--- config.mk ---
export PLATFORM = sky130hd
export DESIGN_NAME = ssf_sequencer
export DESIGN_NICKNAME = d
export VERILOG_FILES = /design/src/ssf_pkg.sv /design/src/ssf_cmp_if.sv /design/src/ssf_sync.sv /design/src/ssf_sequencer.sv
export VERILOG_INCLUDE_DIRS = /design/src /design/src/src
export SDC_FILE = /design/constraint.sdc
export NUM_CORES = 1
export LEC_CHECK = 0
export ABC_AREA = 1
export BUFFER_PORTS_ARGS = -buffer_cell sky130_fd_sc_hd__clkbuf_2
export CAP_MARGIN = 15
export CELL_PAD_IN_SITES_DETAIL_PLACEMENT = 0
export CELL_PAD_IN_SITES_GLOBAL_PLACEMENT = 1
export CORE_MARGIN = 4
export CORE_UTILIZATION = 34
export CTS_BUF_LIST = sky130_fd_sc_hd__clkbuf_16
export DETAILED_ROUTE_END_ITERATION = 10
export GPL_TIMING_DRIVEN = 0
export PLACE_DENSITY_LB_ADDON = 0.1
export SYNTH_ARGS = -nofsm -noshare
export SYNTH_HDL_FRONTEND = slang
export SYNTH_HIERARCHICAL = 1
export SYNTH_SLANG_ARGS = --single-unit
--- constraint.sdc ---
create_clock -name aclk -period 1.6 [get_ports aclk]
set_input_delay 0 -clock aclk [delete_from_list [all_inputs] [get_ports aclk]]
set_output_delay 0 -clock aclk [all_outputs]
set_load 0.005 [all_outputs]
--- src/ssf_regs.svh ---
// Purpose: Named constants for the startup and fault sequencer
// Assumes: 40 MHz clock, 32-bit AXI4-Lite register bus
// Notes:   Times are in microseconds; cycle counts derive from them
`ifndef SSF_REGS_SVH
`define SSF_REGS_SVH

// ****************************************************************
// Clock and timing
// ****************************************************************
`define SSF_CLK_HZ      40000000
`define SSF_HZ_PER_MHZ  1000000
`define SSF_SCP_US      53000
`define SSF_REC_US      420000
`define SSF_SS_US       1000
`define SSF_SS_STEPS    256
`define SSF_TMR_W       25

// ****************************************************************
// Register byte offsets
// ****************************************************************
`define SSF_OFF_CTRL    8'h00
`define SSF_OFF_STATUS  8'h04
`define SSF_OFF_ISTAT   8'h08
`define SSF_OFF_ICLR    8'h0C
`define SSF_OFF_IEN     8'h10
`define SSF_ADDR_W      8

// ****************************************************************
// Fields and reset values
// ****************************************************************
`define SSF_CTRL_RUN    0
`define SSF_CTRL_BYP    1
`define SSF_CTRL_RST    2'h1
`define SSF_IEN_RST     4'h0
`define SSF_EV_W        4
`define SSF_EV_SCP      0
`define SSF_EV_CLAMP    1
`define SSF_EV_UVLO     2
`define SSF_EV_AWAKE    3
`define SSF_ST_CHG      4
`define SSF_ST_SS_LO    8
`define SSF_RESP_OKAY   2'h0
`define SSF_RESP_SLVERR 2'h2

// ****************************************************************
// Comparator input bit positions
// ****************************************************************
`define SSF_N_IN        8
`define SSF_IN_VON      0
`define SSF_IN_VMIN     1
`define SSF_IN_VOFF     2
`define SSF_IN_VLOW     3
`define SSF_IN_LINE     4
`define SSF_IN_FB       5
`define SSF_IN_CLAMP    6
`define SSF_IN_TSD      7

`endif

--- src/ssf_pkg.sv ---
// Purpose: Types shared by the sequencer files
// Assumes: Nothing beyond the constants header
// Notes:   State codes are one-hot
package ssf_pkg;

    // Sequencer states
    typedef enum logic [3:0] {
        ST_OFF  = 4'h1,
        ST_WAIT = 4'h2,
        ST_RUN  = 4'h4,
        ST_REC  = 4'h8
    } ssf_state_t;

endpackage : ssf_pkg

--- src/ssf_cmp_if.sv ---
// Purpose: Carries comparator levels into and out of the synchroniser
// Assumes: One clock domain
// Notes:   raw enters, sync leaves two flops later
`timescale 1ns/10ps
`default_nettype none
interface ssf_cmp_if #(parameter int N = 8);
    logic [N-1:0] raw;
    logic [N-1:0] sync;
    modport sync_side (input raw, output sync);
    modport seq_side  (output raw, input sync);
endinterface : ssf_cmp_if
`default_nettype wire

--- src/ssf_sync.sv ---
// Purpose: Two-flop synchroniser for every comparator level
// Assumes: Inputs may change at any time
// Notes:   First stage feeds only the second stage
`timescale 1ns/10ps
`default_nettype none
module ssf_sync #(
    parameter int N = 8
) (
    input  wire logic      aclk,
    input  wire logic      aresetn,
    ssf_cmp_if.sync_side   cmp
);
    genvar g;
    // One synchroniser per comparator bit
    generate
        for (g = 0; g < N; g++)
        begin : g_bit
            logic meta_reg;
            logic sync_reg;
            always_ff @(posedge aclk)
            begin
                if (!aresetn)
                begin
                    meta_reg <= 1'b0;
                    sync_reg <= 1'b0;
                end
                else
                begin
                    meta_reg <= cmp.raw[g];
                    sync_reg <= meta_reg;
                end
            end
            assign cmp.sync[g] = sync_reg;
        end
    endgenerate
endmodule : ssf_sync
`default_nettype wire

--- src/ssf_sequencer.sv ---
// Purpose: Startup, self-supply and fault sequencer with AXI4-Lite regs
// Assumes: Comparator outputs arrive as levels; one 40 MHz clock
// Notes:   Long timers are parameters so a bench can shorten them
`timescale 1ns/10ps
`default_nettype none
`include "ssf_regs.svh"

module ssf_sequencer
    import ssf_pkg::*;
#(
    parameter int SCP_CYC = `SSF_SCP_US * (`SSF_CLK_HZ / `SSF_HZ_PER_MHZ),
    parameter int REC_CYC = `SSF_REC_US * (`SSF_CLK_HZ / `SSF_HZ_PER_MHZ),
    parameter int SS_CYC  = `SSF_SS_US * (`SSF_CLK_HZ / `SSF_HZ_PER_MHZ)
) (
    input  wire logic        aclk,
    input  wire logic        aresetn,
    input  wire logic [31:0] s_axi_awaddr,
    input  wire logic        s_axi_awvalid,
    output logic             s_axi_awready,
    input  wire logic [31:0] s_axi_wdata,
    input  wire logic [3:0]  s_axi_wstrb,
    input  wire logic        s_axi_wvalid,
    output logic             s_axi_wready,
    output logic [1:0]       s_axi_bresp,
    output logic             s_axi_bvalid,
    input  wire logic        s_axi_bready,
    input  wire logic [31:0] s_axi_araddr,
    input  wire logic        s_axi_arvalid,
    output logic             s_axi_arready,
    output logic [31:0]      s_axi_rdata,
    output logic [1:0]       s_axi_rresp,
    output logic             s_axi_rvalid,
    input  wire logic        s_axi_rready,
    input  wire logic        vcc_on_cmp,
    input  wire logic        vcc_below_min,
    input  wire logic        vcc_below_off,
    input  wire logic        vcc_above_low,
    input  wire logic        line_above_enable,
    input  wire logic        fb_below_fault,
    input  wire logic        clamp_overcurrent,
    input  wire logic        thermal_shutdown,
    input  wire logic        driver_on,
    output logic             hv_src_en,
    output logic             hv_src_high,
    output logic             pulse_en,
    output logic [7:0]       peak_limit_level,
    output logic             irq
);

    // ************************************************************
    // Constants and declarations
    // ************************************************************
    localparam int SS_STEP = SS_CYC / `SSF_SS_STEPS;
    localparam logic [`SSF_TMR_W-1:0] SCP_LAST =
        `SSF_TMR_W'(SCP_CYC - 1);
    localparam logic [`SSF_TMR_W-1:0] REC_LAST =
        `SSF_TMR_W'(REC_CYC - 1);
    localparam logic [15:0] SS_LAST = 16'(SS_STEP - 1);

    ssf_cmp_if #(.N(`SSF_N_IN)) cmp ();

    ssf_state_t             state_reg;
    ssf_state_t             state_next;
    logic [`SSF_TMR_W-1:0]  tmr_reg;
    logic [15:0]            ss_div_reg;
    logic [7:0]             ss_level_reg;
    logic                   charge_reg;
    logic                   hv_high_reg;
    logic [1:0]             ctrl_reg;
    logic [`SSF_EV_W-1:0]   istat_reg;
    logic [`SSF_EV_W-1:0]   ien_reg;
    logic [`SSF_EV_W-1:0]   ev;
    logic                   aw_held_reg;
    logic                   w_held_reg;
    logic [31:0]            awaddr_reg;
    logic [31:0]            wdata_reg;
    logic [3:0]             wstrb_reg;
    logic                   bvalid_reg;
    logic [1:0]             bresp_reg;
    logic                   rvalid_reg;
    logic [31:0]            rdata_reg;
    logic [1:0]             rresp_reg;
    logic                   wr_fire;
    logic [4:0]             wsel;
    logic                   von;
    logic                   vmin;
    logic                   voff;
    logic                   line_ok;
    logic                   err_flag;
    logic                   clamp_oc;
    logic                   tsd;
    logic                   stop_all;
    logic                   ss_tick;

    // Register select, one-hot: ctrl, status, istat, iclr, ien
    function automatic logic [4:0] reg_sel(input logic [31:0] a);
        logic [`SSF_ADDR_W-1:0] o;
        o = a[`SSF_ADDR_W-1:0];
        reg_sel = 5'h0;
        if (a[31:`SSF_ADDR_W] == '0)
        begin
            reg_sel[0] = (o == `SSF_OFF_CTRL);
            reg_sel[1] = (o == `SSF_OFF_STATUS);
            reg_sel[2] = (o == `SSF_OFF_ISTAT);
            reg_sel[3] = (o == `SSF_OFF_ICLR);
            reg_sel[4] = (o == `SSF_OFF_IEN);
        end
    endfunction : reg_sel

    // ************************************************************
    // Comparator synchronisation
    // ************************************************************
    // Comparator levels pass two flops before use
    assign cmp.raw[`SSF_IN_VON]   = vcc_on_cmp;
    assign cmp.raw[`SSF_IN_VMIN]  = vcc_below_min;
    assign cmp.raw[`SSF_IN_VOFF]  = vcc_below_off;
    assign cmp.raw[`SSF_IN_VLOW]  = vcc_above_low;
    assign cmp.raw[`SSF_IN_LINE]  = line_above_enable;
    assign cmp.raw[`SSF_IN_FB]    = fb_below_fault;
    assign cmp.raw[`SSF_IN_CLAMP] = clamp_overcurrent;
    assign cmp.raw[`SSF_IN_TSD]   = thermal_shutdown;

    ssf_sync #(.N(`SSF_N_IN)) u_sync (
        .aclk    (aclk),
        .aresetn (aresetn),
        .cmp     (cmp)
    );

    // Synchronised views; bypass lets software skip line detection
    assign von      = cmp.sync[`SSF_IN_VON];
    assign vmin     = cmp.sync[`SSF_IN_VMIN];
    assign voff     = cmp.sync[`SSF_IN_VOFF];
    assign line_ok  = cmp.sync[`SSF_IN_LINE] | ctrl_reg[`SSF_CTRL_BYP];
    assign err_flag = cmp.sync[`SSF_IN_FB];
    assign clamp_oc = cmp.sync[`SSF_IN_CLAMP];
    assign tsd      = cmp.sync[`SSF_IN_TSD];
    assign stop_all = voff | tsd | ~ctrl_reg[`SSF_CTRL_RUN];

    // ************************************************************
    // Sequencer
    // ************************************************************
    // Next state; undervoltage and thermal stop win over all else
    always_comb
    begin
        state_next = state_reg;
        case (state_reg)
            ST_OFF:
                if (!stop_all && von)
                    state_next = ST_WAIT;
            ST_WAIT:
                if (stop_all)
                    state_next = ST_OFF;
                else if (line_ok)
                    state_next = ST_RUN;
            ST_RUN:
                if (stop_all)
                    state_next = ST_OFF;
                else if (clamp_oc)
                    state_next = ST_REC;
                else if (err_flag && tmr_reg == SCP_LAST)
                    state_next = ST_REC;
            ST_REC:
                if (stop_all)
                    state_next = ST_OFF;
                else if (tmr_reg == REC_LAST)
                    state_next = ST_WAIT;
            default:
                state_next = ST_OFF;
        endcase
    end

    always_ff @(posedge aclk)
    begin
        if (!aresetn)
            state_reg <= ST_OFF;
        else
            state_reg <= state_next;
    end

    // Shared timer: validation while running, off time in recovery
    always_ff @(posedge aclk)
    begin
        if (!aresetn)
            tmr_reg <= '0;
        else if (state_next != state_reg)
            tmr_reg <= '0;
        else if (state_reg == ST_RUN && !err_flag)
            tmr_reg <= '0;
        else if (state_reg == ST_RUN || state_reg == ST_REC)
            tmr_reg <= tmr_reg + 1'b1;
    end

    // ************************************************************
    // Self-supply and startup source
    // ************************************************************
    // Hysteresis: charge from below minimum up to turn-on level
    always_ff @(posedge aclk)
    begin
        if (!aresetn)
            charge_reg <= 1'b1;
        else if (state_reg == ST_OFF && !von)
            charge_reg <= 1'b1;
        else if (von)
            charge_reg <= 1'b0;
        else if (vmin)
            charge_reg <= 1'b1;
    end

    // Low current until the supply passes the low threshold
    always_ff @(posedge aclk)
    begin
        if (!aresetn)
            hv_high_reg <= 1'b0;
        else
            hv_high_reg <= cmp.sync[`SSF_IN_VLOW];
    end

    // Raw driver level gates the source with no latency
    assign hv_src_en   = charge_reg & ~driver_on;
    assign hv_src_high = hv_high_reg;
    assign pulse_en    = (state_reg == ST_RUN) & line_ok;

    // ************************************************************
    // Soft-start ramp
    // ************************************************************
    assign ss_tick = (ss_div_reg == SS_LAST);

    // Divider yields one step enable per ramp increment
    always_ff @(posedge aclk)
    begin
        if (!aresetn || !pulse_en || ss_tick)
            ss_div_reg <= '0;
        else
            ss_div_reg <= ss_div_reg + 1'b1;
    end

    // Restart from zero on every entry into ST_RUN; a line dropout inside ST_RUN holds the level
    always_ff @(posedge aclk)
    begin
        if (!aresetn || state_reg != ST_RUN)
            ss_level_reg <= '0;
        else if (ss_tick && ss_level_reg != 8'hFF)
            ss_level_reg <= ss_level_reg + 1'b1;
    end

    assign peak_limit_level = ss_level_reg;

    // ************************************************************
    // Interrupts
    // ************************************************************
    assign ev[`SSF_EV_SCP]   = (state_reg == ST_RUN) &&
                               (state_next == ST_REC) && !clamp_oc;
    assign ev[`SSF_EV_CLAMP] = (state_reg == ST_RUN) &&
                               (state_next == ST_REC) && clamp_oc;
    assign ev[`SSF_EV_UVLO]  = (state_reg != ST_OFF) &&
                               (state_next == ST_OFF);
    assign ev[`SSF_EV_AWAKE] = (state_reg == ST_OFF) &&
                               (state_next == ST_WAIT);

    // New events win over a clear in the same cycle
    always_ff @(posedge aclk)
    begin
        if (!aresetn)
            istat_reg <= '0;
        else if (wr_fire && wsel[3] && wstrb_reg[0])
            istat_reg <= (istat_reg & ~wdata_reg[`SSF_EV_W-1:0]) | ev;
        else
            istat_reg <= istat_reg | ev;
    end

    assign irq = |(istat_reg & ien_reg);

    // ************************************************************
    // AXI4-Lite slave
    // ************************************************************
    assign wsel          = reg_sel(awaddr_reg);
    assign wr_fire       = aw_held_reg & w_held_reg & ~bvalid_reg;
    assign s_axi_awready = ~aw_held_reg & ~bvalid_reg;
    assign s_axi_wready  = ~w_held_reg & ~bvalid_reg;
    assign s_axi_bvalid  = bvalid_reg;
    assign s_axi_bresp   = bresp_reg;
    assign s_axi_arready = ~rvalid_reg;
    assign s_axi_rvalid  = rvalid_reg;
    assign s_axi_rdata   = rdata_reg;
    assign s_axi_rresp   = rresp_reg;

    // Address and data are caught independently, in either order
    always_ff @(posedge aclk)
    begin
        if (!aresetn)
        begin
            aw_held_reg <= 1'b0;
            w_held_reg  <= 1'b0;
            awaddr_reg  <= '0;
            wdata_reg   <= '0;
            wstrb_reg   <= '0;
        end
        else
        begin
            if (s_axi_awvalid && s_axi_awready)
            begin
                aw_held_reg <= 1'b1;
                awaddr_reg  <= s_axi_awaddr;
            end
            else if (wr_fire)
                aw_held_reg <= 1'b0;
            if (s_axi_wvalid && s_axi_wready)
            begin
                w_held_reg <= 1'b1;
                wdata_reg  <= s_axi_wdata;
                wstrb_reg  <= s_axi_wstrb;
            end
            else if (wr_fire)
                w_held_reg <= 1'b0;
        end
    end

    // Write response; status is read-only so writes there fail
    always_ff @(posedge aclk)
    begin
        if (!aresetn)
        begin
            bvalid_reg <= 1'b0;
            bresp_reg  <= `SSF_RESP_OKAY;
        end
        else if (wr_fire)
        begin
            bvalid_reg <= 1'b1;
            bresp_reg  <= (wsel[0] | wsel[3] | wsel[4]) ?
                          `SSF_RESP_OKAY : `SSF_RESP_SLVERR;
        end
        else if (s_axi_bready)
            bvalid_reg <= 1'b0;
    end

    // Control and enable registers, low byte lane only
    always_ff @(posedge aclk)
    begin
        if (!aresetn)
        begin
            ctrl_reg <= `SSF_CTRL_RST;
            ien_reg  <= `SSF_IEN_RST;
        end
        else if (wr_fire && wstrb_reg[0])
        begin
            if (wsel[0])
                ctrl_reg <= wdata_reg[1:0];
            if (wsel[4])
                ien_reg <= wdata_reg[`SSF_EV_W-1:0];
        end
    end

    // Read data; clear register reads as zero
    always_ff @(posedge aclk)
    begin
        if (!aresetn)
        begin
            rvalid_reg <= 1'b0;
            rdata_reg  <= '0;
            rresp_reg  <= `SSF_RESP_OKAY;
        end
        else if (s_axi_arvalid && s_axi_arready)
        begin
            rvalid_reg <= 1'b1;
            rdata_reg  <= '0;
            rresp_reg  <= `SSF_RESP_OKAY;
            case (reg_sel(s_axi_araddr))
                5'h01: rdata_reg[1:0] <= ctrl_reg;
                5'h02:
                begin
                    rdata_reg[3:0]  <= state_reg;
                    rdata_reg[`SSF_ST_CHG] <= charge_reg;
                    rdata_reg[`SSF_ST_SS_LO +: 8] <= ss_level_reg;
                end
                5'h04: rdata_reg[`SSF_EV_W-1:0] <= istat_reg;
                5'h08: rdata_reg <= '0;
                5'h10: rdata_reg[`SSF_EV_W-1:0] <= ien_reg;
                default: rresp_reg <= `SSF_RESP_SLVERR;
            endcase
        end
        else if (s_axi_rready)
            rvalid_reg <= 1'b0;
    end
endmodule : ssf_sequencer
`default_nettype wire

==> Yosys cells after proc, flatten, opt, wreduce, memory -nomap -nowiden <==
Cells that the tools add are included.
W data, S select, Z words.
{ "totals": {"reg_bits": 139, "in_bits": 116, "elab_cells": 158} }
{ "op_classes": {"add_sub_neg": 3, "eq_ne": 27, "n_mux": 29, "bitwise_logic": 23, "n_reduce_logical": 41} }
{ "op_table": {"columns": ["cell", "count"], "rows": [
  ["$logic_not A24 Y1", 2],
  ["$mux W4", 9],
  ["$eq A8 B4 Y1 const B", 4],
  ["$add A25 B1 Y25 const B", 1],
  ["$eq A25 B22 Y1 const B", 1],
  ["$eq A25 B25 Y1 const B", 1],
  ["$mux W5", 4],
  ["$add A16 B1 Y16 const B", 1],
  ["$eq A16 B8 Y1 const B", 1],
  ["$eq A8 B3 Y1 const B", 2],
  ["$eq A8 B5 Y1 const B", 2],
  ["$logic_and A1 B1 Y1", 16],
  ["$logic_not A8 Y1", 2],
  ["$pmux W4 S4", 1],
  ["$mux W1", 10],
  ["$reduce_bool A2 Y1", 5],
  ["$add A8 B1 Y8 const B", 1],
  ["$and A4 B4 Y4", 2],
  ["$eq A4 B1 Y1 const B", 2],
  ["$eq A4 B2 Y1 const B", 2],
  ["$eq A4 B4 Y1 const B", 2],
  ["$mux W8", 1],
  ["$ne A8 B8 Y1 const B", 1],
  ["$or A4 B4 Y4", 2],
  ["23 further kinds", 48]
]} }

==> Logic depth before layout (Yosys ltp) <==
{ "logic_depth": {"word_depth": 11, "depth_mapped": 15, "mapped_depth_nobuf": 14} }

==> By module <==
Netlist, hierarchy kept.
{ "modules_own_cells": {"columns": ["module", "instances", "cells_each", "area_each_um2", "seq_area_each_um2"], "rows": [
  ["ssf_sequencer", 1, 878, 6057.1, 2422.3],
  ["ssf_sync", 1, 58, 544.3, 320.3]
]} }

==> Worst setup path after synthesis <==
No wires, ideal clock.
{ "synth_path": {"kind": "register to register", "from": "register tmr_reg[0]", "to": "register tmr_reg[17]", "setup_ns": 0.062, "arrival_ns": 1.657, "required_time_ns": 1.538, "setup_slack_ns": -0.119, "stages_incl_launch_ff": 15, "period_less_slack_ns": 1.719, "cell_sequence": "dfxtp_1 > ha_1 > inv_1 > nor2_4 > nand2_2 > nor2_1 > nand2_1 > nand2_1 > nand3_2 > nand3_1 > nand2_1 > nor2_2 > nand3_4 > buf_6 > nor2_2"} }
{ "synth_between": {"elab_chain_len": 8, "elab_cells_between_ends": 12} }
{ "synth_rtl": {"columns": ["item", "line_no", "rtl"], "rows": [
  ["start, declared", "ssf_sequencer.sv:64", "logic [`SSF_TMR_W-1:0] tmr_reg;"],
  ["start signal, assigned", "ssf_sequencer.sv:190", "tmr_reg <= tmr_reg + 1'b1;"],
  ["$eq A25 B22 Y1", "ssf_sequencer.sv:160", "else if (err_flag && tmr_reg == SCP_LAST)"],
  ["$logic_and A1 B1 Y1", "ssf_sequencer.sv:160", null],
  ["$mux W4", "ssf_sequencer.sv:160", null],
  ["$mux W4", "ssf_sequencer.sv:158", "else if (clamp_oc)"],
  ["$mux W4", "ssf_sequencer.sv:156", "if (stop_all)"],
  ["$pmux W4 S4", "ssf_sequencer.sv:146", "case (state_reg)"],
  ["$ne A4 B4 Y1", "ssf_sequencer.sv:185", "else if (state_next != state_reg)"],
  ["$reduce_or A3 Y1 (no source line)", null, null]
]} }
Several ways; a longest one is shown, not always the timed one.
A chain may end at the register's enable or synchronous reset.

==> Worst setup path after layout <==
{ "layout_path": {"from": "register state_reg[3]", "to": "register tmr_reg[16]"} }
{ "layout_between": {"elab_chain_len": 6, "elab_cells_between_ends": 17} }
{ "layout_rtl": {"columns": ["item", "line_no", "rtl"], "rows": [
  ["start, declared", "ssf_sequencer.sv:62", "ssf_state_t state_reg;"],
  ["start signal, assigned", "ssf_sequencer.sv:177", "state_reg <= state_next;"],
  ["$mux W4", "ssf_sequencer.sv:160", null],
  ["$mux W4", "ssf_sequencer.sv:158", null],
  ["$mux W4", "ssf_sequencer.sv:156", null],
  ["$pmux W4 S4", "ssf_sequencer.sv:146", null],
  ["$ne A4 B4 Y1", "ssf_sequencer.sv:185", null],
  ["$reduce_or A3 Y1 (no source line)", null, null]
]} }
Several ways; a longest one is shown, not always the timed one.

==> flow_metrics.tcl <==
set metrics [dict create \
    outcome "complete, but fails checks" \
    violations "negative setup slack" \
    die_h_um 147 \
    ir_drop_mv 0.668 \
    crit_required_ns 1.97 \
    finalPower_mw 8.10 \
    post-route-period-util_pct 121 \
    root_buffer "clkbuf_16" \
    wl_mm 18.9 \
    clockBufferDepth 2 \
    slew-limit-headroom_pct 53.5 \
    clk_pin_slew_ns 0.07 \
    synth_area_um2 6600 \
    cts_buffers 17 \
    whs_ns 0.104 \
    overflow 0 \
    dr.pass1.iters 4 \
    worstSkewPairLatency_ns 0.43 \
    cp_max_fo 5 \
    crit_end "tmr_reg[16]" \
    die_w_um 147 \
    hold_class "primary input to flip-flop" \
    finish.utilization_pct 52.7 \
    crit_slowest_cell "dfxtp_4" \
    end_kind "flip-flop" \
    drc_errors 0 \
    detail_route.vias_per_cell 4.49 \
    holdPathStages 3 \
    pin_count 169 \
    wl_per_cell_um 12.7 \
    layout_setup_ws_ns -0.341 \
    start_util_pct 34.9 \
    r2r_cells 14 \
    critical_path_class "flip-flop to flip-flop" \
    path_buf_inv 3 \
    fp-row-count 50 \
    drive_above_1_share_pct 35.8 \
    drv_cap 0 \
    layout.nets 1327 \
    cellPowerDensity_nw_per_um2 814 \
    yosysSeqAreaShare_pct 41.5 \
    routabilityCongestion 0.820 \
    cts_tree "yes" \
    fill_cells 1920 \
    diodes 0 \
    grt.total_usage_pct 16.9 \
    crit_path_max_incr_delay_ns 0.37 \
    clock_sinks 137 \
    finalCriticalPeriod_ns 1.94 \
    p_leak_nw 4.21 \
    areaGrowthSynthToFinish_pct 50.7 \
    critPathLaunchType "flip-flop" \
    clock.fmax_ghz 0.515 \
    dr.first_iter.drc_count 333 \
    tightestPinTransition_ns 0.697 \
    final_cell_mix "nor2_1, nand2_1, clkbuf_2, dfxtp_1, inv_1" \
    grt_max_degree 17 \
    rsz0062_at_grt "yes" \
    cp.depth 14 \
    hold_viol_final 0 \
    r2r_end "tmr_reg[16]" \
    dieArea_um2 21700 \
    cp-startpoint "state_reg[3]" \
    timing.critical_path.cells "nor2_4 > nand3_4 > buf_4 > nand2_1 > o21ai_1 > nor2_1 > nand2_2 > nand2_1 > nand2_1 > nor2_2 > nand3_4 > buf_12 > buf_16 > nor2_4" \
    grt_antenna_before_repair 0 \
    skew_ns 0.0144 \
    largest_register_ff_count 32 \
    port_buffers 116 \
    reg2reg_from "state_reg[3]" \
    cp_top_family "simple AND/OR/NAND/NOR gates" \
    cp.arrival_ns 2.31 \
    postRouteAntennaNets 0 \
    r2r_slack_ns -0.34 \
    grt_pass1_vias 6210 \
    hpwl_mm 13.3 \
    coreArea_um2 18900 \
    ys.warnings.count 6 \
    synth-seq-cells 137 \
    final_common_cell "nor2_1" \
    syn_avg_cell_area_um2 7.05 \
    crit_top_cell "nand2_1" \
    grt_pass1_wl_mm 29.9 \
    synthCells 936 \
    setup_viol 38 \
    htreeDepth 4 \
    finalMaxSlewViolations 0 \
    ys_types 40 \
    via_count 6644 \
]
-- layer usage --
layer | share of wire [%] | track usage (%) | vias up | wire [µm]
li1 | - | - | 3501 | -
met1 | 47 | 22.1 | 2973 | 8840
met2 | 46 | 27.4 | 140 | 8760
met3 | 4.6 | 3.95 | 30 | 870
met4 | 2.1 | 5.96 | 0 | 388
met5 | 0 | 0 | - | 0
-- per-stage QoR --
stage,TNS [ns],instance area [µm²],setup WS [ns],cells
3_5_place_dp,-18.71,7620,-0.441,1332
6_report,-8.37,9950,-0.341,1481
4_1_cts,-7.54,9160,-0.305,1438
3_3_place_gp,-19.65,7620,-0.483,1332
5_1_grt,-12.34,9950,-0.444,1481
2_1_floorplan,-0.603,6720,-0.0303,956
-- synth_stat cells, drive strengths merged --
master  number  area share, %
nor4        15            1.4
o31ai        1           0.11
xor2        20            2.7
o211ai       2           0.23
nand4       20            1.9
nor3b        3           0.34
o21a         2           0.23
clkbuf      16           0.91
dfxtp      137             42
nor3        23            1.9
buf         36            4.4
ha           3           0.57
and3         1          0.095
a211oi       1           0.11
nand3b       2           0.23
xnor2        6           0.80
nand2      157            9.2
conb         1          0.057
or2          6           0.57
o21ai       64            4.9
inv        115            6.5
mux2i        1           0.15
nor2       199             12
a21oi       47            3.6
nand3       57            5.0
o21bai       1           0.11
-- final cells by class --
class	count	area [µm²]	area share, %
clock buffer	17	425	4.28
sequential	137	2820	28.3
timing repair buffer	234	1700	17.1
clock inverter	15	118	1.18
buffer	51	378	3.80
tap	260	325	3.27
multi-input combinational	652	3740	37.6
inverter	115	442	4.44
-- worst min path at each step --
stage,startpoint,end
final,aresetn,peak_limit_level[3]
after global routing,aresetn,peak_limit_level[3]
after CTS,aresetn,ss_div_reg[13]
after detailed placement,vcc_on_cmp,u_sync/g_bit[0].meta_reg
after global placement,vcc_on_cmp,u_sync/g_bit[0].meta_reg
after floorplan,driver_on,hv_src_en
-- timing repair --
| item | in CTS | in global routing |
|---|---|---|
| resized for setup | 76 | 141 |
| hold buffers | 48 | 0 |
| endpoints found under the setup margin | 68 | 97 |
| cloned | 2 | 1 |
| endpoints found under the hold margin | 48 | 0 |
| setup buffers | 24 | 43 |
| pin swaps | 24 | 59 |
-- tightest hold or removal path, cell delays in order --
cell and delay [ns]:
clkbuf_2 0.23, nand2_4 0.20, a21oi_1 0.05
-- cell families after synthesis --
group	Yosys count	share of synthesized area [%]
AND/OR/NAND/NOR	483	33.2
AO/OA/AOI/OAI	118	9.27
flip-flops	137	41.5
buffers and inverters	167	11.8
multiplexers	1	0.152
adder cells (fa/ha/maj)	3	0.569
other	1	0.0568
XOR/XNOR	26	3.45
-- power breakdown --
group	switching (mW)	leakage, nW	internal, mW
combinational	0.423	2.81	0.437
clock	1.64	0.260	2.01
sequential	0.0759	1.14	3.51
No activity file was read; power rests on OpenSTA's default activity.
